## src/logic/flash_cmd_pkg.sv

```systemverilog
// constants shared by the flash command, status and protection front end
package flash_cmd_pkg;
  // register indices; byte address is four times the index
  localparam logic [5:0] IDX_DIVIDER = 6'h02;
  localparam logic [5:0] IDX_CONFIG = 6'h03;
  localparam logic [5:0] IDX_PROTECT = 6'h04;
  localparam logic [5:0] IDX_STATUS = 6'h05;
  localparam logic [5:0] IDX_COMMAND = 6'h06;
  localparam logic [5:0] IDX_TEST = 6'h07;
  localparam logic [5:0] IDX_ARRAY = 6'h08;
  // status bit positions
  localparam int ST_BUF_EMPTY = 7;
  localparam int ST_CMD_DONE = 6;
  localparam int ST_PROT_VIOL = 5;
  localparam int ST_ACC_ERR = 4;
  localparam int ST_ERASED = 2;
  localparam int ST_VERIFY_ERR = 1;
  localparam int ST_IDLE = 0;
  // config and divider fields
  localparam int CFG_BE_IE = 7;
  localparam int CFG_CC_IE = 6;
  localparam int DIV_LOADED = 7;
  // protection fields
  localparam int PR_OPEN = 7;
  localparam int PR_HDIS = 5;
  localparam int PR_LDIS = 2;
  localparam logic [7:0] PROT_RESET = 8'hFF;
  // command codes and readable command bits
  localparam logic [7:0] CMD_ERASE_VERIFY = 8'h05;
  localparam logic [7:0] CMD_WORD_PROGRAM = 8'h20;
  localparam logic [7:0] CMD_SECTOR_ERASE = 8'h40;
  localparam logic [7:0] CMD_MASS_ERASE = 8'h41;
  localparam logic [7:0] CMD_BITS_MASK = 8'h65;
  // allowed targets per source scenario, bit n = target n
  localparam logic [63:0] SCEN_ALLOWED = {8'hFF, 8'h5A, 8'h3C, 8'h18, 8'h08, 8'h0C, 8'h0A, 8'h0F};
  // protected range bases
  localparam logic [15:0] HIGH_BASE_0 = 16'hF800;
  localparam logic [15:0] HIGH_BASE_1 = 16'hF000;
  localparam logic [15:0] HIGH_BASE_2 = 16'hE000;
  localparam logic [15:0] HIGH_BASE_3 = 16'hC000;
  localparam logic [15:0] LOW_BASE = 16'h4000;
  localparam logic [15:0] LOW_TOP_0 = 16'h43FF;
  localparam logic [15:0] LOW_TOP_1 = 16'h47FF;
  localparam logic [15:0] LOW_TOP_2 = 16'h4FFF;
  localparam logic [15:0] LOW_TOP_3 = 16'h5FFF;
  // array operation length, a stand-in for the timing engine
  localparam int OP_CYCLES = 16;
  typedef enum logic [1:0] {
    SEQ_IDLE = 2'b00,
    SEQ_ADDR = 2'b01,
    SEQ_CMD = 2'b10
  } seq_e;
endpackage : flash_cmd_pkg

```

## src/logic/flash_cmd_status.sv

```systemverilog
// flash command, status and protection registers behind a Wishbone slave
//
// The Wishbone register port is this design's own decision.
`timescale 1ns/100ps
`default_nettype none
// How it works
// - disallowed protection writes leave register unchanged
// - only listed scenario transitions are accepted
// - protection read returns scenario in force
// - normal modes: flag access per bit class
// - special modes expose verify-error and idle
// - buffer-empty reads ready; write one clears
// - zero to buffer-empty mid-sequence aborts, errors
// - interrupt when flag and enable both set
// - complete clears with launch, sets when drained
// - protected target sets violation, except erase-verify; blocks launch
// - sequence, code or stop errors; blocks launch
// - erased flag from verify; cleared on launch
// - special verify failure flag blocks launch
// - idle flag low while operation active
// - command bits 6,5,2,0 only during sequence
// - four command codes recognised
// - unknown command code sets access error
// - factory test slot reads zero
// - no divider write means no execution
module flash_cmd_status
  import flash_cmd_pkg::*;
#(
  parameter logic [7:0] PROT_INIT = PROT_RESET,
  parameter int ENGINE_CYCLES = OP_CYCLES
) (
  input wire logic clk_i,
  input wire logic rst_i,
  input wire logic cyc_i,
  input wire logic stb_i,
  input wire logic we_i,
  input wire logic [7:0] adr_i,
  input wire logic [3:0] sel_i,
  input wire logic [31:0] dat_i,
  output logic [31:0] dat_o,
  output logic ack_o,
  input wire logic special_mode_i,
  input wire logic cpu_stop_i,
  input wire logic array_blank_i,
  output logic buffer_empty_irq_o,
  output logic command_complete_irq_o
);
  typedef struct packed {
    logic ack;
    logic [31:0] rdata;
    seq_e seq;
    logic cc;
    logic protection_violation_flag;
    logic access_error_flag;
    logic blank;
    logic fail;
    logic [7:0] prot;
    logic [1:0] irq_en;
    logic [6:0] divider;
    logic div_loaded;
    logic [15:0] addr;
    logic [7:0] cmd;
    logic buf_valid;
    logic [7:0] buf_cmd;
  } regs_s;
  regs_s s;
  regs_s next_s;

  logic take;
  logic wr;
  logic [5:0] idx;
  logic [7:0] wbyte;
  logic [7:0] status;
  logic prot_ok;
  logic addr_prot;
  logic eng_busy;
  logic eng_done;
  logic eng_verify;
  logic eng_blank;
  logic eng_start;
  logic cmd_legal;
  logic launch_try;
  logic launch_blocked;
  logic launch_ok;

  prot_check u_prot (
    .prot_i(s.prot),
    .new_prot_i(wbyte),
    .addr_i(s.addr),
    .allowed_o(prot_ok),
    .protected_o(addr_prot)
  );

  // the buffered command moves on as soon as the engine is free
  assign eng_start = s.buf_valid && !eng_busy;

  op_engine #(
    .CYCLES(ENGINE_CYCLES)
  ) u_engine (
    .clk_i(clk_i),
    .rst_i(rst_i),
    .start_i(eng_start),
    .cmd_i(s.buf_cmd),
    .array_blank_i(array_blank_i),
    .busy_o(eng_busy),
    .done_o(eng_done),
    .verify_o(eng_verify),
    .blank_o(eng_blank)
  );

  always_comb begin
    take = cyc_i && stb_i && !s.ack;
    wr = take && we_i && sel_i[0];
    idx = adr_i[7:2];
    wbyte = dat_i[7:0];
    cmd_legal = s.cmd == CMD_ERASE_VERIFY || s.cmd == CMD_WORD_PROGRAM
             || s.cmd == CMD_SECTOR_ERASE || s.cmd == CMD_MASS_ERASE;
    status = '0;
    status[ST_BUF_EMPTY] = !s.buf_valid;
    status[ST_CMD_DONE] = s.cc;
    status[ST_PROT_VIOL] = s.protection_violation_flag;
    status[ST_ACC_ERR] = s.access_error_flag;
    status[ST_ERASED] = s.blank;
    status[ST_VERIFY_ERR] = special_mode_i && s.fail;
    status[ST_IDLE] = special_mode_i && !eng_busy && !s.buf_valid;
    launch_try = wr && idx == IDX_STATUS && wbyte[ST_BUF_EMPTY] && s.seq == SEQ_CMD;
    // any pending error freezes launching until software clears it
    launch_blocked = s.protection_violation_flag || s.access_error_flag || (special_mode_i && s.fail) || s.buf_valid;
    // a launch that is accepted and queued; used by the checks below
    launch_ok = launch_try && !launch_blocked && s.div_loaded && cmd_legal
             && (s.cmd == CMD_ERASE_VERIFY || !addr_prot);
  end

  always_comb begin
    next_s = s;
    next_s.ack = take;
    if (take && !we_i) begin
      next_s.rdata = '0;
      case (idx)
        IDX_DIVIDER: next_s.rdata[7:0] = {s.div_loaded, s.divider};
        IDX_CONFIG: next_s.rdata[7:0] = {s.irq_en, 6'h00};
        IDX_PROTECT: next_s.rdata[7:0] = s.prot;
        IDX_STATUS: next_s.rdata[7:0] = status;
        IDX_COMMAND: next_s.rdata[7:0] = (s.seq != SEQ_IDLE) ? s.cmd : 8'h00;
        IDX_TEST: next_s.rdata = '0;
        default: next_s.rdata = '0;
      endcase
    end
    if (wr) begin
      case (idx)
        IDX_DIVIDER: begin
          next_s.divider = wbyte[6:0];
          next_s.div_loaded = 1'b1;
        end
        IDX_CONFIG: next_s.irq_en = wbyte[7:6];
        IDX_PROTECT: begin
          if (prot_ok) begin
            next_s.prot = wbyte;
          end
        end
        IDX_STATUS: begin
          // clears come first so an error raised by the same write still stands
          if (wbyte[ST_PROT_VIOL]) begin
            next_s.protection_violation_flag = 1'b0;
          end
          if (wbyte[ST_ACC_ERR]) begin
            next_s.access_error_flag = 1'b0;
          end
          if (special_mode_i && wbyte[ST_VERIFY_ERR]) begin
            next_s.fail = 1'b0;
          end
          if (s.seq != SEQ_IDLE && !wbyte[ST_BUF_EMPTY]) begin
            next_s.seq = SEQ_IDLE;
            next_s.access_error_flag = 1'b1;
          end
          if (s.seq == SEQ_ADDR && wbyte[ST_BUF_EMPTY]) begin
            next_s.seq = SEQ_IDLE;
            next_s.access_error_flag = 1'b1;
          end
        end
        IDX_COMMAND: begin
          if (s.seq == SEQ_ADDR) begin
            next_s.cmd = wbyte & CMD_BITS_MASK;
            next_s.seq = SEQ_CMD;
          end else begin
            next_s.seq = SEQ_IDLE;
            next_s.access_error_flag = 1'b1;
          end
        end
        IDX_ARRAY: begin
          // a misaligned word or a second array write breaks the sequence
          if (s.seq != SEQ_IDLE || dat_i[0]) begin
            next_s.seq = SEQ_IDLE;
            next_s.access_error_flag = 1'b1;
          end else begin
            next_s.addr = dat_i[15:0];
            next_s.seq = SEQ_ADDR;
          end
        end
        default: begin
          // writes to unmapped indices between steps violate the sequence
          if (s.seq != SEQ_IDLE) begin
            next_s.seq = SEQ_IDLE;
            next_s.access_error_flag = 1'b1;
          end
        end
      endcase
      if (launch_try) begin
        next_s.seq = SEQ_IDLE;
        if (launch_blocked) begin
          next_s.access_error_flag = 1'b1;
        end else if (!s.div_loaded || !cmd_legal) begin
          next_s.access_error_flag = 1'b1;
        end else if (s.cmd != CMD_ERASE_VERIFY && addr_prot) begin
          next_s.protection_violation_flag = 1'b1;
        end else begin
          next_s.buf_valid = 1'b1;
          next_s.buf_cmd = s.cmd;
          next_s.cc = 1'b0;
          next_s.blank = 1'b0;
        end
      end
    end
    if (eng_start) begin
      next_s.buf_valid = 1'b0;
    end
    // complete only when nothing is queued behind the finished operation
    if (eng_done && !s.buf_valid && !next_s.buf_valid) begin
      next_s.cc = 1'b1;
    end
    if (eng_done && eng_verify) begin
      if (eng_blank) begin
        next_s.blank = 1'b1;
      end else if (special_mode_i) begin
        next_s.fail = 1'b1;
      end
    end
    if (cpu_stop_i && !s.cc) begin
      next_s.access_error_flag = 1'b1;
    end
  end

  always_ff @(posedge clk_i) begin
    if (rst_i) begin
      s <= '{ack: 1'b0, rdata: '0, seq: SEQ_IDLE, cc: 1'b1, protection_violation_flag: 1'b0, access_error_flag: 1'b0,
             blank: 1'b0, fail: 1'b0, prot: PROT_INIT, irq_en: 2'b00, divider: '0,
             div_loaded: 1'b0, addr: '0, cmd: '0, buf_valid: 1'b0, buf_cmd: '0};
    end else begin
      s <= next_s;
    end
  end

  assign ack_o = s.ack;
  assign dat_o = s.rdata;
  assign buffer_empty_irq_o = s.irq_en[1] && !s.buf_valid;
  assign command_complete_irq_o = s.irq_en[0] && s.cc;

  chk_prot_kept: assert property (@(posedge clk_i) disable iff (rst_i)
    (wr && idx == IDX_PROTECT && !prot_ok) |=> s.prot == $past(s.prot))
    else $error("protection changed on a disallowed write");
  chk_prot_readback: assert property (@(posedge clk_i) disable iff (rst_i)
    (take && !we_i && idx == IDX_PROTECT) |=> (ack_o && dat_o[7:0] == $past(s.prot)))
    else $error("protection read does not match register");
  chk_normal_hidden: assert property (@(posedge clk_i) disable iff (rst_i)
    (take && !we_i && idx == IDX_STATUS && !special_mode_i) |=> (dat_o[3] == 1'b0 && dat_o[1:0] == 2'b00))
    else $error("hidden status bits visible in normal mode");
  chk_abort_error: assert property (@(posedge clk_i) disable iff (rst_i)
    (wr && idx == IDX_STATUS && s.seq != SEQ_IDLE && !wbyte[ST_BUF_EMPTY]) |=> (s.access_error_flag && s.seq == SEQ_IDLE))
    else $error("aborted sequence did not flag access error");
  chk_irq_pair: assert property (@(posedge clk_i) disable iff (rst_i)
    (command_complete_irq_o == (s.irq_en[0] && status[ST_CMD_DONE]))
      && (buffer_empty_irq_o == (s.irq_en[1] && status[ST_BUF_EMPTY])))
    else $error("interrupt does not follow flag and enable");
  chk_launch_clears: assert property (@(posedge clk_i) disable iff (rst_i)
    (launch_try && !launch_blocked && s.div_loaded && cmd_legal && !addr_prot) |=> (!s.cc ##1 !s.cc))
    else $error("complete flag not cleared by launch");
  chk_blocked_launch: assert property (@(posedge clk_i) disable iff (rst_i)
    (launch_try && (s.protection_violation_flag || s.access_error_flag)) |=> (s.access_error_flag && s.seq == SEQ_IDLE && !$rose(s.buf_valid)))
    else $error("launch taken while an error flag stood");
  chk_cmd_hidden: assert property (@(posedge clk_i) disable iff (rst_i)
    (take && !we_i && idx == IDX_COMMAND) |=> (dat_o[7] == 1'b0 && dat_o[4:3] == 2'b00 && dat_o[1] == 1'b0))
    else $error("unreadable command bits visible");
  chk_test_zero: assert property (@(posedge clk_i) disable iff (rst_i)
    (take && !we_i && idx == IDX_TEST) |=> dat_o == 32'h0000_0000)
    else $error("factory test slot not zero");
  chk_idle_busy: assert property (@(posedge clk_i) disable iff (rst_i)
    (take && !we_i && idx == IDX_STATUS && special_mode_i && eng_busy) |=> !dat_o[ST_IDLE])
    else $error("idle flag high during operation");
  chk_divider_needed: assert property (@(posedge clk_i) disable iff (rst_i)
    (launch_try && !s.div_loaded) |=> (s.access_error_flag && !s.buf_valid))
    else $error("command ran without divider setup");
  chk_prot_moves: assert property (@(posedge clk_i) disable iff (rst_i)
    (wr && idx == IDX_PROTECT && prot_ok) |=> s.prot == $past(wbyte))
    else $error("allowed protection write not taken");
  chk_empty_read: assert property (@(posedge clk_i) disable iff (rst_i)
    (take && !we_i && idx == IDX_STATUS) |=> dat_o[ST_BUF_EMPTY] == !$past(s.buf_valid))
    else $error("buffer-empty bit reads wrong");
  chk_zero_outside: assert property (@(posedge clk_i) disable iff (rst_i)
    (wr && idx == IDX_STATUS && s.seq == SEQ_IDLE && !wbyte[ST_BUF_EMPTY] && !s.access_error_flag && !cpu_stop_i)
      |=> !s.access_error_flag)
    else $error("zero to buffer-empty outside a sequence flagged error");
  chk_cc_ignored: assert property (@(posedge clk_i) disable iff (rst_i)
    (wr && idx == IDX_STATUS && !launch_try && !eng_done) |=> s.cc == $past(s.cc))
    else $error("complete flag changed by a write");
  chk_cc_pending: assert property (@(posedge clk_i) disable iff (rst_i)
    (eng_done && (s.buf_valid || launch_ok)) |=> !s.cc)
    else $error("complete flag set with a command queued");
  chk_cc_sets: assert property (@(posedge clk_i) disable iff (rst_i)
    (eng_done && !s.buf_valid && !launch_ok) |=> s.cc)
    else $error("complete flag not set when drained");
  chk_viol_sets: assert property (@(posedge clk_i) disable iff (rst_i)
    (launch_try && !launch_blocked && s.div_loaded && cmd_legal && s.cmd != CMD_ERASE_VERIFY && addr_prot)
      |=> (s.protection_violation_flag && !$rose(s.buf_valid)))
    else $error("protected target launched");
  chk_protection_violation_flag_sticky: assert property (@(posedge clk_i) disable iff (rst_i)
    (s.protection_violation_flag && !(wr && idx == IDX_STATUS && wbyte[ST_PROT_VIOL])) |=> s.protection_violation_flag)
    else $error("violation flag cleared without a write of one");
  chk_access_error_flag_sticky: assert property (@(posedge clk_i) disable iff (rst_i)
    (s.access_error_flag && !(wr && idx == IDX_STATUS && wbyte[ST_ACC_ERR])) |=> s.access_error_flag)
    else $error("access error cleared without a write of one");
  chk_cmd_outside: assert property (@(posedge clk_i) disable iff (rst_i)
    (wr && idx == IDX_COMMAND && s.seq != SEQ_ADDR) |=> s.access_error_flag)
    else $error("command write outside sequence not flagged");
  chk_stop_error: assert property (@(posedge clk_i) disable iff (rst_i)
    (cpu_stop_i && !s.cc) |=> s.access_error_flag)
    else $error("stop during a command not flagged");
  chk_blank_sets: assert property (@(posedge clk_i) disable iff (rst_i)
    (eng_done && eng_verify && eng_blank) |=> s.blank)
    else $error("erased flag not set by a clean verify");
  chk_erased_kept: assert property (@(posedge clk_i) disable iff (rst_i)
    (s.blank && !launch_ok) |=> s.blank)
    else $error("erased flag lost without a launch");
  chk_verify_sets: assert property (@(posedge clk_i) disable iff (rst_i)
    (eng_done && eng_verify && !eng_blank && special_mode_i) |=> s.fail)
    else $error("verify failure not flagged");
  chk_fail_sticky: assert property (@(posedge clk_i) disable iff (rst_i)
    (s.fail && !(wr && idx == IDX_STATUS && special_mode_i && wbyte[ST_VERIFY_ERR])) |=> s.fail)
    else $error("verify-error cleared without a write of one");
  chk_bad_code: assert property (@(posedge clk_i) disable iff (rst_i)
    (launch_try && !cmd_legal) |=> (s.access_error_flag && !$rose(s.buf_valid)))
    else $error("unknown command code not flagged");
  cov_launch: cover property (@(posedge clk_i) disable iff (rst_i) eng_start);
  cov_pipeline: cover property (@(posedge clk_i) disable iff (rst_i) eng_busy && s.buf_valid);
  cov_violation: cover property (@(posedge clk_i) disable iff (rst_i) $rose(s.protection_violation_flag));
  cov_blank: cover property (@(posedge clk_i) disable iff (rst_i) $rose(s.blank));
  cov_cc_held: cover property (@(posedge clk_i) disable iff (rst_i) eng_done && s.buf_valid);
endmodule : flash_cmd_status
`default_nettype wire

```

## src/logic/prot_check.sv

```systemverilog
// protection scenario index, transition check and address protection test
`timescale 1ns/100ps
`default_nettype none
module prot_check
  import flash_cmd_pkg::*;
(
  input wire logic [7:0] prot_i,
  input wire logic [7:0] new_prot_i,
  input wire logic [15:0] addr_i,
  output logic allowed_o,
  output logic protected_o
);
  logic [2:0] from_idx;
  logic [2:0] to_idx;
  logic in_high;
  logic in_low;
  logic ranged;
  logic [15:0] high_base;
  logic [15:0] low_top;

  function automatic logic [2:0] scen(input logic [7:0] p);
    // open: {1,h,l}; closed: {0,l,h}
    scen = p[PR_OPEN] ? {1'b1, p[PR_HDIS], p[PR_LDIS]} : {1'b0, p[PR_LDIS], p[PR_HDIS]};
  endfunction : scen

  always_comb begin
    from_idx = scen(prot_i);
    to_idx = scen(new_prot_i);
    allowed_o = SCEN_ALLOWED[{3'(from_idx), to_idx}];
    case (prot_i[4:3])
      2'b00: high_base = HIGH_BASE_0;
      2'b01: high_base = HIGH_BASE_1;
      2'b10: high_base = HIGH_BASE_2;
      default: high_base = HIGH_BASE_3;
    endcase
    case (prot_i[1:0])
      2'b00: low_top = LOW_TOP_0;
      2'b01: low_top = LOW_TOP_1;
      2'b10: low_top = LOW_TOP_2;
      default: low_top = LOW_TOP_3;
    endcase
    in_high = !prot_i[PR_HDIS] && addr_i >= high_base;
    in_low = !prot_i[PR_LDIS] && addr_i >= LOW_BASE && addr_i <= low_top;
    ranged = in_high || in_low;
    // open: ranges are protected; closed: ranges are the only writable areas
    protected_o = prot_i[PR_OPEN] ? ranged : !ranged;
  end
endmodule : prot_check
`default_nettype wire

```

## src/logic/op_engine.sv

```systemverilog
// stand-in array operation engine: fixed length, reports erase-verify result
`timescale 1ns/100ps
`default_nettype none
module op_engine
  import flash_cmd_pkg::*;
#(
  parameter int CYCLES = OP_CYCLES
) (
  input wire logic clk_i,
  input wire logic rst_i,
  input wire logic start_i,
  input wire logic [7:0] cmd_i,
  input wire logic array_blank_i,
  output logic busy_o,
  output logic done_o,
  output logic verify_o,
  output logic blank_o
);
  typedef struct packed {
    logic busy;
    logic done;
    logic verify;
    logic blank;
    logic [15:0] count;
  } eng_s;
  eng_s s;
  eng_s next_s;

  always_comb begin
    next_s = s;
    next_s.done = 1'b0;
    if (s.busy) begin
      if (s.count == 16'(CYCLES - 1)) begin
        next_s.busy = 1'b0;
        next_s.done = 1'b1;
        next_s.blank = array_blank_i;
      end else begin
        next_s.count = s.count + 16'h0001;
      end
    end else if (start_i) begin
      next_s.busy = 1'b1;
      next_s.count = 16'h0000;
      next_s.verify = (cmd_i == CMD_ERASE_VERIFY);
    end
  end

  always_ff @(posedge clk_i) begin
    if (rst_i) begin
      s <= '0;
    end else begin
      s <= next_s;
    end
  end

  assign busy_o = s.busy;
  assign done_o = s.done;
  assign verify_o = s.verify;
  assign blank_o = s.blank;
endmodule : op_engine
`default_nettype wire

```

## config.mk

```make
export PLATFORM = sky130hd
export DESIGN_NAME = flash_cmd_status
export DESIGN_NICKNAME = d
export VERILOG_FILES = /design/src/logic/flash_cmd_pkg.sv /design/src/logic/flash_cmd_status.sv /design/src/logic/prot_check.sv /design/src/logic/op_engine.sv
export SDC_FILE = /design/constraint.sdc
export NUM_CORES = 1
export LEC_CHECK = 0
export BUFFER_PORTS_ARGS = -buffer_cell sky130_fd_sc_hd__buf_2
export CAP_MARGIN = 40
export CORE_ASPECT_RATIO = 0.9
export CORE_MARGIN = 10
export CORE_UTILIZATION = 51
export CTS_BUF_LIST = sky130_fd_sc_hd__clkbuf_2
export DETAILED_ROUTE_END_ITERATION = 7
export PLACE_DENSITY_LB_ADDON = 0.25
export SLEW_MARGIN = 20
export SYNTH_ARGS = -nofsm -noshare
export SYNTH_HDL_FRONTEND = slang
export SYNTH_SLANG_ARGS = --single-unit
```

## constraint.sdc

```tcl
create_clock -name clk_i -period 2.2 [get_ports clk_i]
set_input_delay 0.33 -clock clk_i [delete_from_list [all_inputs] [get_ports clk_i]]
set_output_delay 0.33 -clock clk_i [all_outputs]
set_load 0.02 [all_outputs]
```

Word level (Yosys, flattened, before mapping)

Memories as Yosys holds them, arrays and structs flattened.
Index checks and enable logic that the tools add are counted.

Add/sub/neg operators: 1
Order comparisons: 4
Equal/unequal tests: 22
Multiplexer cells: 60
Bitwise logic cells: 5
Reduce and logical (&&, ||, !) cells: 65

Operator list:

| operator                | count |
|---|---|
| $mux W16                | 5 |
| $mux W54                | 1 |
| $pmux W14 S3            | 1 |
| $pmux W8 S5             | 1 |
| $pmux W13 S3            | 1 |
| $mux W9                 | 4 |
| $mux W8                 | 4 |
| $mux W1                 | 27 |
| $logic_and A1 B1 Y1     | 25 |
| $eq A6 B3 Y1 const B    | 3 |
| $mux W2                 | 9 |
| $add A16 B1 Y16 const B | 1 |
| $eq A16 B4 Y1 const B   | 1 |
| $ge A16 B15 Y1 const B  | 1 |
| $ge A16 B16 Y1          | 1 |
| $le A16 B15 Y1          | 1 |
| $mux W7                 | 2 |
| $eq A6 B2 Y1 const B    | 2 |
| $logic_not A1 Y1        | 12 |
| $reduce_and A2 Y1       | 5 |
| $logic_or A1 B1 Y1      | 9 |
| $reduce_and A3 Y1       | 3 |
| $eq A4 B2 Y1 const B    | 2 |
| $eq A4 B4 Y1 const B    | 2 |
| other kinds (20)        | 34 |

Flip-flop bits (word level): 79
Memory bits (read-only): 64
Bits of input ports: 52
Logic and storage cells: 179
Memories kept: 1

Memory list:

| name             | words | bits a word | rd ports | clocked after Yosys merged registers in | wr ports | RTL line         | text |
|---|---|---|---|---|---|---|---|
| (name not given) | 64    | 1           | 1        | 0                                       | 0        | prot_check.sv:29 | `allowed_o = SCEN_ALLOWED[{3'(from_idx), to_idx}];` |

Longest topological paths before layout

Gate-level depths: netlist of the first run.

Word-level depth: 17
Depth in mapped cells: 9
Depth with buffers taken out: 8

By module

A second synthesis of the first run with hierarchy kept.

Cell total of the unflattened synthesis: 504
Area total of the unflattened synthesis: 4479.3 sq um

Modules (own cells, without submodules):

| module           | instances | cells an instance | area each (sq um) | sequential area each (sq um) |
|---|---|---|---|---|
| flash_cmd_status | 1         | 324               | 2949.1            | 1181.1 |
| op_engine        | 1         | 126               | 1124.8            | 400.4 |
| prot_check       | 1         | 54                | 405.4             | 0.0 |

Worst setup path after synthesis of the first run

OpenSTA, ideal clock, no wires.

Path type: register to register
Start point: register s[47] (netlist bit)
End point: register s[8] (netlist bit)
Arrival: 1.981 ns
Required time: 2.129 ns
Path slack: 0.149 ns
Stages on the path, launching flop included: 10
Path buffers: 1
Path through: dfxtp_1 > and2_1 > ha_1 > nor4bb_1 > nand4_1 > a311oi_1 > or4_1 > clkbuf_1 > nand3_1 > a21oi_1

Word-level cells in the longest chain between the ends: 14
Elaborated cells between the ends (all ways): 16
Classes of those cells: 1 x order compare; 2 x eq/ne; 8 x mux; 5 x reduce/logical

RTL lines:

| item                                 | RTL line                | text |
|---|---|---|
| from (decl)                          | flash_cmd_status.sv:66  | `regs_s s;` |
| from (signal assigned)               | flash_cmd_status.sv:245 | `s <= '{ack: 1'b0, rdata: '0, seq: SEQ_IDLE, cc: 1'b1, protection_violation_flag: 1'b0, access_error_flag: 1'b0 ...` |
| from (signal assigned)               | flash_cmd_status.sv:249 | `s <= next_s;` |
| $eq A2 B2 Y1 (tied with other cells) | prot_check.sv:30        | `case (prot_i[4:3])` |
| $pmux W14 S3 (*)                     | prot_check.sv:30        |  |
| $ge A16 B16 Y1 (*)                   | prot_check.sv:42        | `in_high = !prot_i[PR_HDIS] && addr_i >= high_base;` |
| $logic_and A1 B1 Y1 (*)              | prot_check.sv:42        |  |
| $logic_or A1 B1 Y1 (*)               | prot_check.sv:44        | `ranged = in_high \|\| in_low;` |
| $logic_not A1 Y1                     | prot_check.sv:46        | `protected_o = prot_i[PR_OPEN] ? ranged : !ranged;` |
| $mux W1 (*)                          | prot_check.sv:46        |  |
| $logic_and A1 B1 Y1 (*)              | flash_cmd_status.sv:214 | `end else if (s.cmd != CMD_ERASE_VERIFY && addr_prot) begin` |
| $mux W9 (*)                          | flash_cmd_status.sv:214 |  |
| $mux W9 (*)                          | flash_cmd_status.sv:212 | `end else if (!s.div_loaded \|\| !cmd_legal) begin` |
| $mux W9 (*)                          | flash_cmd_status.sv:210 | `if (launch_blocked) begin` |
| $mux W9 (*)                          | flash_cmd_status.sv:208 | `if (launch_try) begin` |
| $mux W54 (*)                         | flash_cmd_status.sv:149 | `if (wr) begin` |
| $mux W1 (*)                          | flash_cmd_status.sv:224 | `if (eng_start) begin` |

Mark *: on every way between the ends. The rest lies on a longest branch, timed or not. The select of a mux whose other input is x is not followed.
A chain may end at the register's enable or synchronous reset.

Final worst setup path of the first run

Start point: register s[44] (netlist bit)
End point: register s[0] (netlist bit)

Word-level cells in the longest chain between the ends: 10
Elaborated cells between the ends (all ways): 12
Classes of those cells: 1 x order compare; 2 x eq/ne; 2 x mux; 1 x bitwise; 6 x reduce/logical

RTL lines:

| item                                   | RTL line                | text |
|---|---|---|
| $eq A2 B2 Y1 (tied with other cells)   | prot_check.sv:36        | `case (prot_i[1:0])` |
| $pmux W13 S3 (*)                       | prot_check.sv:36        |  |
| $le A16 B15 Y1 (*)                     | prot_check.sv:43        | `in_low = !prot_i[PR_LDIS] && addr_i >= LOW_BASE && addr_i <= low_top;` |
| $logic_and A1 B1 Y1 (*)                | prot_check.sv:43        |  |
| $logic_or A1 B1 Y1 (*)                 | prot_check.sv:44        |  |
| $logic_not A1 Y1                       | prot_check.sv:46        |  |
| $mux W1 (*)                            | prot_check.sv:46        |  |
| $logic_and A1 B1 Y1 (*)                | flash_cmd_status.sv:214 |  |
| $not A1 Y1 (no source line) (*)        | --                      |  |
| $reduce_and A5 Y1 (no source line) (*) | --                      |  |

Mark *: on every way between the ends. The rest lies on a longest branch, timed or not.

==> flow_summary.toml, run 1 <==
[run_status]
status = "completed"

[grt]
grt_pass1_wl_um = 16990
grt_max_degree = 29
grt_overflow = 0
grt_pass1_vias = 3574
grt_usage_pct = 16.94
antenna_found_initial = 0

[clocking]
clk_latency_ns = 0.52
cts_max_level = 3
clock_path_buffers = 2
cts_tree = "built"
postCtsSetupBuffers = 0
clkSlewWorstSetupHoldPaths_ns = 0.22
cts.sinks = 79
numCtsBuffers = 9
cts-root-buf = "clkbuf_2"

[synth]
synthFlopType = "dfxtp_1"
synth.distinct_cells = 57
synth_seq_area_share_pct = 39.30
yosys-top-cells-area = "dfxtp_1 (39%), a21oi_1 (6.6%), buf_4 (6.0%)"
syn-cell-area_um2 = 4024
synth_cells = 509
ys_ff_latch = 79
synth_most_common_cell = "dfxtp_1"
synth-edff-count = 0
synth_async_sr_flop_share_pct = 0
synth_area_per_cell_um2 = 7.905
synth_commonest_cells = "dfxtp_1 (79), nand2_1 (61), nor2_1 (61)"
synth_top_area_share_pct = 39.30
synth_top_area_cell = "dfxtp_1"
yosysWarnings = 0

[detailed_routing]
antenna_left = 0
drt_first_iter_violations = 355
viasPerCell = 5.776
vias = 3841
wire_per_inst_um = 15.82
drc = 0
routed_wl_um = 10520
detail_route.first_pass.iterations = 5

[timing]
tightest_slew_ns = 0.5665
finalHoldViolCount = 0
slew_viol_final = 0
finalSetupViolations = 0
finalCritPeriodShare_pct = 97.21
clock_skew_ns = 0.03921
holdWs_ns = 0.04495
slew_headroom_pct = 61.89
clock.fmax_ghz = 0.4676
rsz0062_at_grt = "true"
fin_crit_ns = 2.139

[worst_hold_path]
worstHoldPathCells = 3
hp-class = "in -> reg"

[layout]
n_antenna_cell = 0
area_delta_synth_final_pct = 14.37
final_nets = 623
drive_gt1_share_pct = 19.16
fin_area_um2 = 4602

[critical_path]
cpPeakStageDelay_ns = 0.44
r2r_slack_ns = 0.06
cp-end-kind = "flip-flop"
path_depth = 8
worstPathRequired_ns = 2.62
setup.worst_path.start_class = "flip-flop"
cp_slowest_cell = "dfxtp_1"
crit_buf_inv = 1
reg2regPathDepth = 8
path_max_fanout = 6
critical_path_class = "reg -> reg"
worstPathCellList = "inv_1 -> ha_1 -> nand4_1 -> or3_1 -> a21oi_4 -> nor4_4 -> o31ai_2 -> a21oi_1"
critPathTopFamily = "compound AO/OA/AOI/OAI gates"
crit_arrival_ns = 2.56

[placed_design]
port_buffers = 41
hpwl_um = 7833
place_area_um2 = 4354
place_congestion = 0.8999

[job]
maxCapViolations = 0

[floorplan]
dieWidth_um = 113.6
io_pins = 87
core-area_um2 = 7620
die_height_um = 104.3
start_util_pct = 52.81
row_count = 30
die_area_um2 = 11850

[power]
leakagePower_nw = 1.737
fin_total_pwr_w = 0.002429
power.density_nw_per_um2 = 527.8
vdd_drop_max_v = 0.0002453
-- cell families (layout without fill, tap and decap cells) --
kind of cell | after synthesis | after routing | share of synthesized area (%)
other | 1 | 24 | 0.09319
DFF | 79 | 79 | 39.30
buffers and inverters | 71 | 108 | 9.701
xor gates and xnor gates | 9 | 9 | 1.959
and+or+nand+nor | 218 | 218 | 26.34
muxes | 6 | 6 | 1.493
AOI/OAI and AO/OA | 118 | 118 | 18.94
adders and majority gates | 7 | 7 | 2.177
-- per-stage QoR --
| step | cells | setup WS, ns | util (%) | setup TNS (ns) |
|---|---|---|---|---|
| after floorplan | 532 | 0.1488 | - | 0 |
| after global placement | 646 | -0.03549 | 57.14 | -0.09969 |
| after detailed placement | 646 | -0.1169 | 57.14 | -0.6088 |
| after CTS | 663 | 0.0001232 | 59.34 | 0 |
| after global routing | 665 | -0.02397 | 60.39 | -0.06720 |
| final | 665 | 0.06129 | 60.39 | 0 |
-- where the power goes --
| group | internal, W | leakage, nW | switching [W] |
|---|---|---|---|
| combinational | 0.0000604 | 1.04 | 0.000134 |
| clock | 0.000260 | 0.0643 | 0.000528 |
| sequential | 0.00144 | 0.637 | 0.00000382 |
-- tightest hold or removal path, stage by stage --
cell and delay [ns]:
buf_2 0.09, nand2_1 0.05, a21oi_1 0.05
-- path summary, 6_finish.rpt --
kind,start,endpoint
hold reg to reg,s[37]$_SDFFE_PP0P_,s[37]$_SDFFE_PP0P_
hold / removal,dat_i[9],s[26]$_SDFFE_PP0P_
setup / recovery,s[44]$_SDFFE_PP1P_,s[0]$_SDFFE_PP0P_
setup reg to reg,s[44]$_SDFFE_PP1P_,s[0]$_SDFFE_PP0P_
-- registers in the layout, indices dropped and copies added, names as in the netlist --
name / count
u_engine.s: 16
ack_o: 1
u_engine.verify_o: 1
u_engine.done_o: 1
u_engine.blank_o: 1
s: 50
dat_o: 8
u_engine.busy_o: 1
-- routing by layer --
layer	track usage [%]	share of wire, %	routed length (um)	vias to the layer above
li1	-	-	-	1865
met1	21.61	45	4753	1784
met2	25.59	44	4653	166
met3	5.421	8.2	867	26
met4	6.884	2.4	248	0
met5	0	0	0	-
-- layout make-up --
class	instances	area, um2
Timing Repair Buffer	75	483.0
Sequential cell	79	1585
Multi-Input combinational cell	382	2233
Clock inverter	7	71.32
Fill cell	693	3018
Tap cell	96	120.1
Clock buffer	9	45.04
Inverter	17	63.81
-- cells in the final DEF, fill, tap and decap left out, drive strengths merged, types with 5 or more instances in the layout --
cell type / count
buf: 71
and3: 6
ha: 7
a211oi: 7
conb: 24
a21oi: 54
o21ai: 15
nor2b: 7
dfxtp: 79
mux2i: 6
nor4b: 5
or3: 5
o31ai: 6
a211o: 8
nand3: 25
inv: 18
xor2: 6
nor4: 8
nand4: 13
clkbuf: 9
nand2: 61
nor3: 8
nor2: 62
-- repair_timing --
action | 4_1_cts | 5_1_grt
hold buffers | 2 | 2
cloned | 0 | 0
gates resized for setup | 8 | 15
hold endpoints to repair | 2 | 2
setup endpoints to repair | 7 | 8
pin swaps | 2 | 2
Note: power is estimated with default switching activity, not from simulation.
==> run 2, diff against run 1 <==
--- a/config.mk
+++ b/config.mk
@@ -12,6 +12,7 @@
 export CORE_UTILIZATION = 51
 export CTS_BUF_LIST = sky130_fd_sc_hd__clkbuf_2
 export DETAILED_ROUTE_END_ITERATION = 7
+export HOLD_SLACK_MARGIN = 0.08
 export PLACE_DENSITY_LB_ADDON = 0.25
 export SLEW_MARGIN = 20
 export SYNTH_ARGS = -nofsm -noshare
==> run 2 against run 1 <==
  * Hold slack improved by 0.090 ns
  * Clock power about the same
  * Fmax rose by 0.11%
  * Clock skew is 0.0019 ns lower
  * Core utilization grew 1.6 points
  * Total power is 0.85% higher
  * Largest power group unchanged
==> flow_summary.toml, run 2 (synthesis gave the netlist of run 1 again) <==
[grt]
grt_max_degree = 29
grt_pass1_vias = 3629
grt_usage_pct = 17.39
antenna_found_initial = 0
grt_overflow = 0
grt_pass1_wl_um = 17420

[timing]
fin_crit_ns = 2.136
slew_viol_final = 0
clock_skew_ns = 0.03732
tightest_slew_ns = 0.5751
rsz0062_at_grt = "true"
finalSetupViolations = 0
holdWs_ns = 0.1354
finalHoldViolCount = 0
layout_setup_ws_ns = 0.06373
finalCritPeriodShare_pct = 97.10
slew_headroom_pct = 61.31
clock.fmax_ghz = 0.4681

[detailed_routing]
routed_wl_um = 10720
wire_per_inst_um = 15.84
viasPerCell = 5.746
drc = 0
detail_route.first_pass.iterations = 8
drt_first_iter_violations = 379
antenna_left = 0
vias = 3890

[worst_hold_path]
hp-class = "in -> reg"

[layout]
final_nets = 635
final_common_cell = "dfxtp_1"
top_register = "s"
largest_reg_flops = 50
fin_area_um2 = 4726
area_delta_synth_final_pct = 17.44
layout_common_cells = "dfxtp_1 (76), nand2_1 (61), nor2_1 (61), a21oi_1 (51), buf_2 (41)"
n_antenna_cell = 0
drive_gt1_share_pct = 18.93

[critical_path]
cp-end-kind = "flip-flop"
worstPathCellList = "inv_1 -> ha_1 -> nand4_1 -> or3_1 -> a21oi_4 -> nor4_4 -> o31ai_2 -> a21oi_2"
critPathTopFamily = "simple AND/OR/NAND/NOR gates"
r2r_slack_ns = 0.06
cpPeakStageDelay_ns = 0.44
setup.worst_path.start_class = "flip-flop"
path_max_fanout = 6
crit_arrival_ns = 2.55
cp_slowest_cell = "dfxtp_1"
critical_path_class = "reg -> reg"
worstPathRequired_ns = 2.62
crit_buf_inv = 1

[clocking]
cts_max_level = 3
cts-root-buf = "clkbuf_2"
cts.sinks = 79
clkSlewWorstSetupHoldPaths_ns = 0.22
numCtsBuffers = 9
clk_latency_ns = 0.54
postCtsSetupBuffers = 0
cts_tree = "built"
clock_path_buffers = 2

[run_status]
status = "completed"

[placed_design]
place_area_um2 = 4354
post-place-ws_ns = -0.1169
place_congestion = 0.8999
port_buffers = 41
hpwl_um = 7833

[floorplan]
die_height_um = 104.3
start_util_pct = 52.81
dieWidth_um = 113.6
io_pins = 87
die_area_um2 = 11850
row_count = 30
core-area_um2 = 7620

[power]
leakagePower_nw = 1.788
power.density_nw_per_um2 = 518.3
vdd_drop_max_v = 0.0002447

[job]
maxCapViolations = 0
[run 2: area by class of cell]
type                            instances  area, um2
Fill cell                             674       2894
Multi-Input combinational cell        382       2237
Sequential cell                        79       1585
Timing Repair Buffer                   87      603.1
Tap cell                               96      120.1
Clock inverter                          7      71.32
Inverter                               17      63.81
Clock buffer                            9      45.04
[run 2: tightest hold or removal path, cell delays in order]
cell and delay, ns:
buf_2 0.14, nand4b_1 0.10, a21oi_1 0.06
[run 2: what timing repair did]
action,CTS,global route
pin swaps,2,0
setup endpoints to repair,7,8
hold endpoints to repair,19,0
gates resized for setup,8,16
hold buffers,16,0
[run 2: layer usage]
layer | share of wire (%) | track usage [%]
met1 | 44 | 22.07
met3 | 9.6 | 5.421
met5 | 0 | 0
met4 | 1.5 | 5.978
met2 | 45 | 26.97
[run 2: per-stage QoR]
stage	power, W	setup TNS (ns)	util (%)	std cells
finish	0.002449	0	62.02	677
floorplan	0.001627	0	-	532
CTS	0.002460	0	61.18	677
detailed placement	0.001658	-0.6088	57.14	646
global placement	0.001656	-0.09969	57.14	646
global route	0.002538	-0.09333	62.02	677
[run 2: where the power goes]
group / switching (W) / leakage [nW] / internal [W] / total, W
logic: 0.000137 / 1.09 / 0.0000742 / 0.000211
registers: 0.00000389 / 0.637 / 0.00144 / 0.00145
clock network: 0.000531 / 0.0643 / 0.000260 / 0.000791
[run 2: worst paths after layout]
kind / from / end / cells after the start
max: s[44]$_SDFFE_PP1P_ / s[5]$_SDFFE_PP0P_ / 8
min: special_mode_i / s[51]$_SDFF_PP0_ / 3
max reg2reg: s[44]$_SDFFE_PP1P_ / s[5]$_SDFFE_PP0P_ / 8
min reg2reg: s[39]$_SDFFE_PP0P_ / s[39]$_SDFFE_PP0P_ / 2
==> run 3, diff against run 2 <==
==> constraint.sdc (replaced) <==
create_clock -name clk_i -period 2.2 [get_ports clk_i]
set_input_delay 0.22 -clock clk_i [delete_from_list [all_inputs] [get_ports clk_i]]
set_output_delay 0.22 -clock clk_i [all_outputs]
set_load 0.02 [all_outputs]
==> run 3 against run 2 <==
  * The flow now finishes with violations (setup timing)
  * Worst setup slack got worse by 0.080 ns
  * Largest power group unchanged
  * Global-route usage rose by 0.69 points
  * Sequential share of layout area fell by 0.66 points
  * Clock-buffer cell count did not move
  * Clock skew fell by 0.0024 ns
  * Non-clock buffer count rose by 3
  * Via count rose by 0.51%
  * Largest cell class unchanged
==> flow_summary.toml, run 3 (synthesis gave the netlist of run 1 again) <==
[floorplan]
start_util_pct = 52.81
dieWidth_um = 113.6
die_area_um2 = 11850
die_height_um = 104.3
row_count = 30
core-area_um2 = 7620
io_pins = 87

[detailed_routing]
drc = 0
routed_wl_um = 11020
vias = 3910
wire_per_inst_um = 16.18
viasPerCell = 5.742
drt_first_iter_violations = 298
detail_route.first_pass.iterations = 5
antenna_left = 0

[grt]
grt_usage_pct = 18.08
grt_overflow = 0
antenna_found_initial = 1
grt_pass1_vias = 3733
grt_pass1_wl_um = 18240
grt_max_degree = 39

[timing]
rsz0062_at_grt = "true"
layout_setup_ws_ns = -0.01658
finalCritPeriodShare_pct = 100.8
finalHoldViolCount = 0
finalSetupViolations = 3
slew_headroom_pct = 64.70
setup_tns_ns = -0.03130
clock.fmax_ghz = 0.4511
slew_viol_final = 0
tightest_slew_ns = 0.5247
clock_skew_ns = 0.03495
fin_crit_ns = 2.217

[power]
vdd_drop_max_v = 0.0002607
p_int_w = 0.001797
p_clk_share_pct = 33.6
power_frac_seq_pct = 57.8
p_comb_share_pct = 8.6
fin_total_pwr_w = 0.002502
sw_frac_of_total_pct = 28.15
leakagePower_nw = 1.815
switching_power_w = 0.0007043
power.density_nw_per_um2 = 517.7

[placed_design]
place_area_um2 = 4324
dp.cells = 642
place_congestion = 0.8965
hpwl_um = 7899
port_buffers = 41

[clocking]
cts.sinks = 79
cts_max_level = 3
clk_latency_ns = 0.56
numCtsBuffers = 9
cts_tree = "built"
clock_path_buffers = 2
cts-root-buf = "clkbuf_2"
clkSlewWorstSetupHoldPaths_ns = 0.25

[worst_hold_path]
min-delay-start = "we_i"
hp-class = "in -> reg"

[critical_path]
reg2reg_from = "s[46]$_SDFFE_PP1P_"
critical_path_class = "reg -> reg"
cp-end-kind = "flip-flop"
critPathTopFamily = "simple AND/OR/NAND/NOR gates"
crit_arrival_ns = 2.69
cp_slowest_cell = "dfxtp_2"
path_max_fanout = 4
worstPathRequired_ns = 2.67
cpPeakStageDelay_ns = 0.40
setup.worst_path.start = "s[46]$_SDFFE_PP1P_"
crit_buf_inv = 2
worstPathCellList = "and2_4 -> ha_4 -> nor4bb_4 -> nand4_1 -> a311oi_2 -> buf_4 -> nor4_4 -> buf_6 -> o31ai_4 -> a21oi_1"
setup.worst_path.start_class = "flip-flop"

[layout]
final_common_cell = "dfxtp_1"
fin_area_um2 = 4832
stdcell_count = 681
top_register = "s"
layout_common_cells = "dfxtp_1 (75), nand2_1 (61), nor2_1 (61), a21oi_1 (52), buf_2 (41)"
largest_reg_flops = 50
final_nets = 638
drive_gt1_share_pct = 19.18
area_delta_synth_final_pct = 20.09
utilization_pct = 63.42

[run_status]
violations = "setup timing"
status = "finished, violations left"

[job]
maxCapViolations = 0
run 3: changes by cell type in the layout (fill, tap and decap cells not counted), sizes merged:
cell / before / now
dlygate4sd3: 16 / 22
diode: 0 / 1
buf: 71 / 68
clkinvlp: 3 / 1
inv: 18 / 20
run 3: through the flow:
step,worst slack (ns),hold WS [ns]
after floorplan,0.1488,0.3560
after global placement,0.03296,0.4422
after detailed placement,-0.07716,0.4496
after CTS,0.001219,0.08848
after global routing,-0.08927,0.1049
final,-0.01658,0.1076
run 3: final cells by class:
| type | count | area (um2) |
|---|---|---|
| clock inverters | 7 | 80.08 |
| flip-flops and latches | 79 | 1589 |
| clock buffers | 9 | 45.04 |
| repair buffers | 90 | 644.4 |
| well taps | 96 | 120.1 |
| multi-input cells | 382 | 2287 |
| diodes | 1 | 2.502 |
| fillers | 686 | 2788 |
| inverters | 17 | 63.81 |
run 3: worst paths after layout:
path              slack (ns)                    end  depth (start not counted)
setup reg to reg       -0.02       s[52]$_SDFF_PP0_                         10
hold / removal          0.11  dat_o[3]$_SDFFE_PP0P_                          4
setup / recovery       -0.02       s[52]$_SDFF_PP0_                         10
hold reg to reg         0.46       s[52]$_SDFF_PP0_                          2
run 3: power by group through the flow:
stage	sequential [W]	combinational, W	clock, W
2_1_floorplan	0.00147	0.000152	0
3_3_place_gp	0.00147	0.000178	0
3_5_place_dp	0.00147	0.000180	0
4_1_cts	0.00145	0.000210	0.000857
5_1_grt	0.00145	0.000236	0.000919
6_report	0.00145	0.000214	0.000841
run 3: worst reg2reg max path, cell delays in order (launching register included):
cell	delay, ns
dfxtp_2	0.40
and2_4	0.17
ha_4	0.26
nor4bb_4	0.18
nand4_1	0.16
a311oi_2	0.27
buf_4	0.19
nor4_4	0.06
buf_6	0.16
o31ai_4	0.21
a21oi_1	0.09
run 3: repair_timing:
| action | in CTS | in global routing |
|---|---|---|
| endpoints found under the hold margin | 42 | 0 |
| endpoints found under the setup margin | 8 | 10 |
| buffers inserted | 0 | 1 |
| gates resized for setup | 8 | 26 |
| pin swaps | 3 | 15 |
| hold buffers | 22 | 0 |
run 3: layer usage:
layer | GRT usage (%) | share of wire, % | up-vias
li1 | - | - | 1902
met2 | 27.14 | 45 | 151
met5 | 0 | 0 | -
met3 | 4.556 | 8.4 | 11
met1 | 24.76 | 45 | 1846
met4 | 5.163 | 1.1 | 0
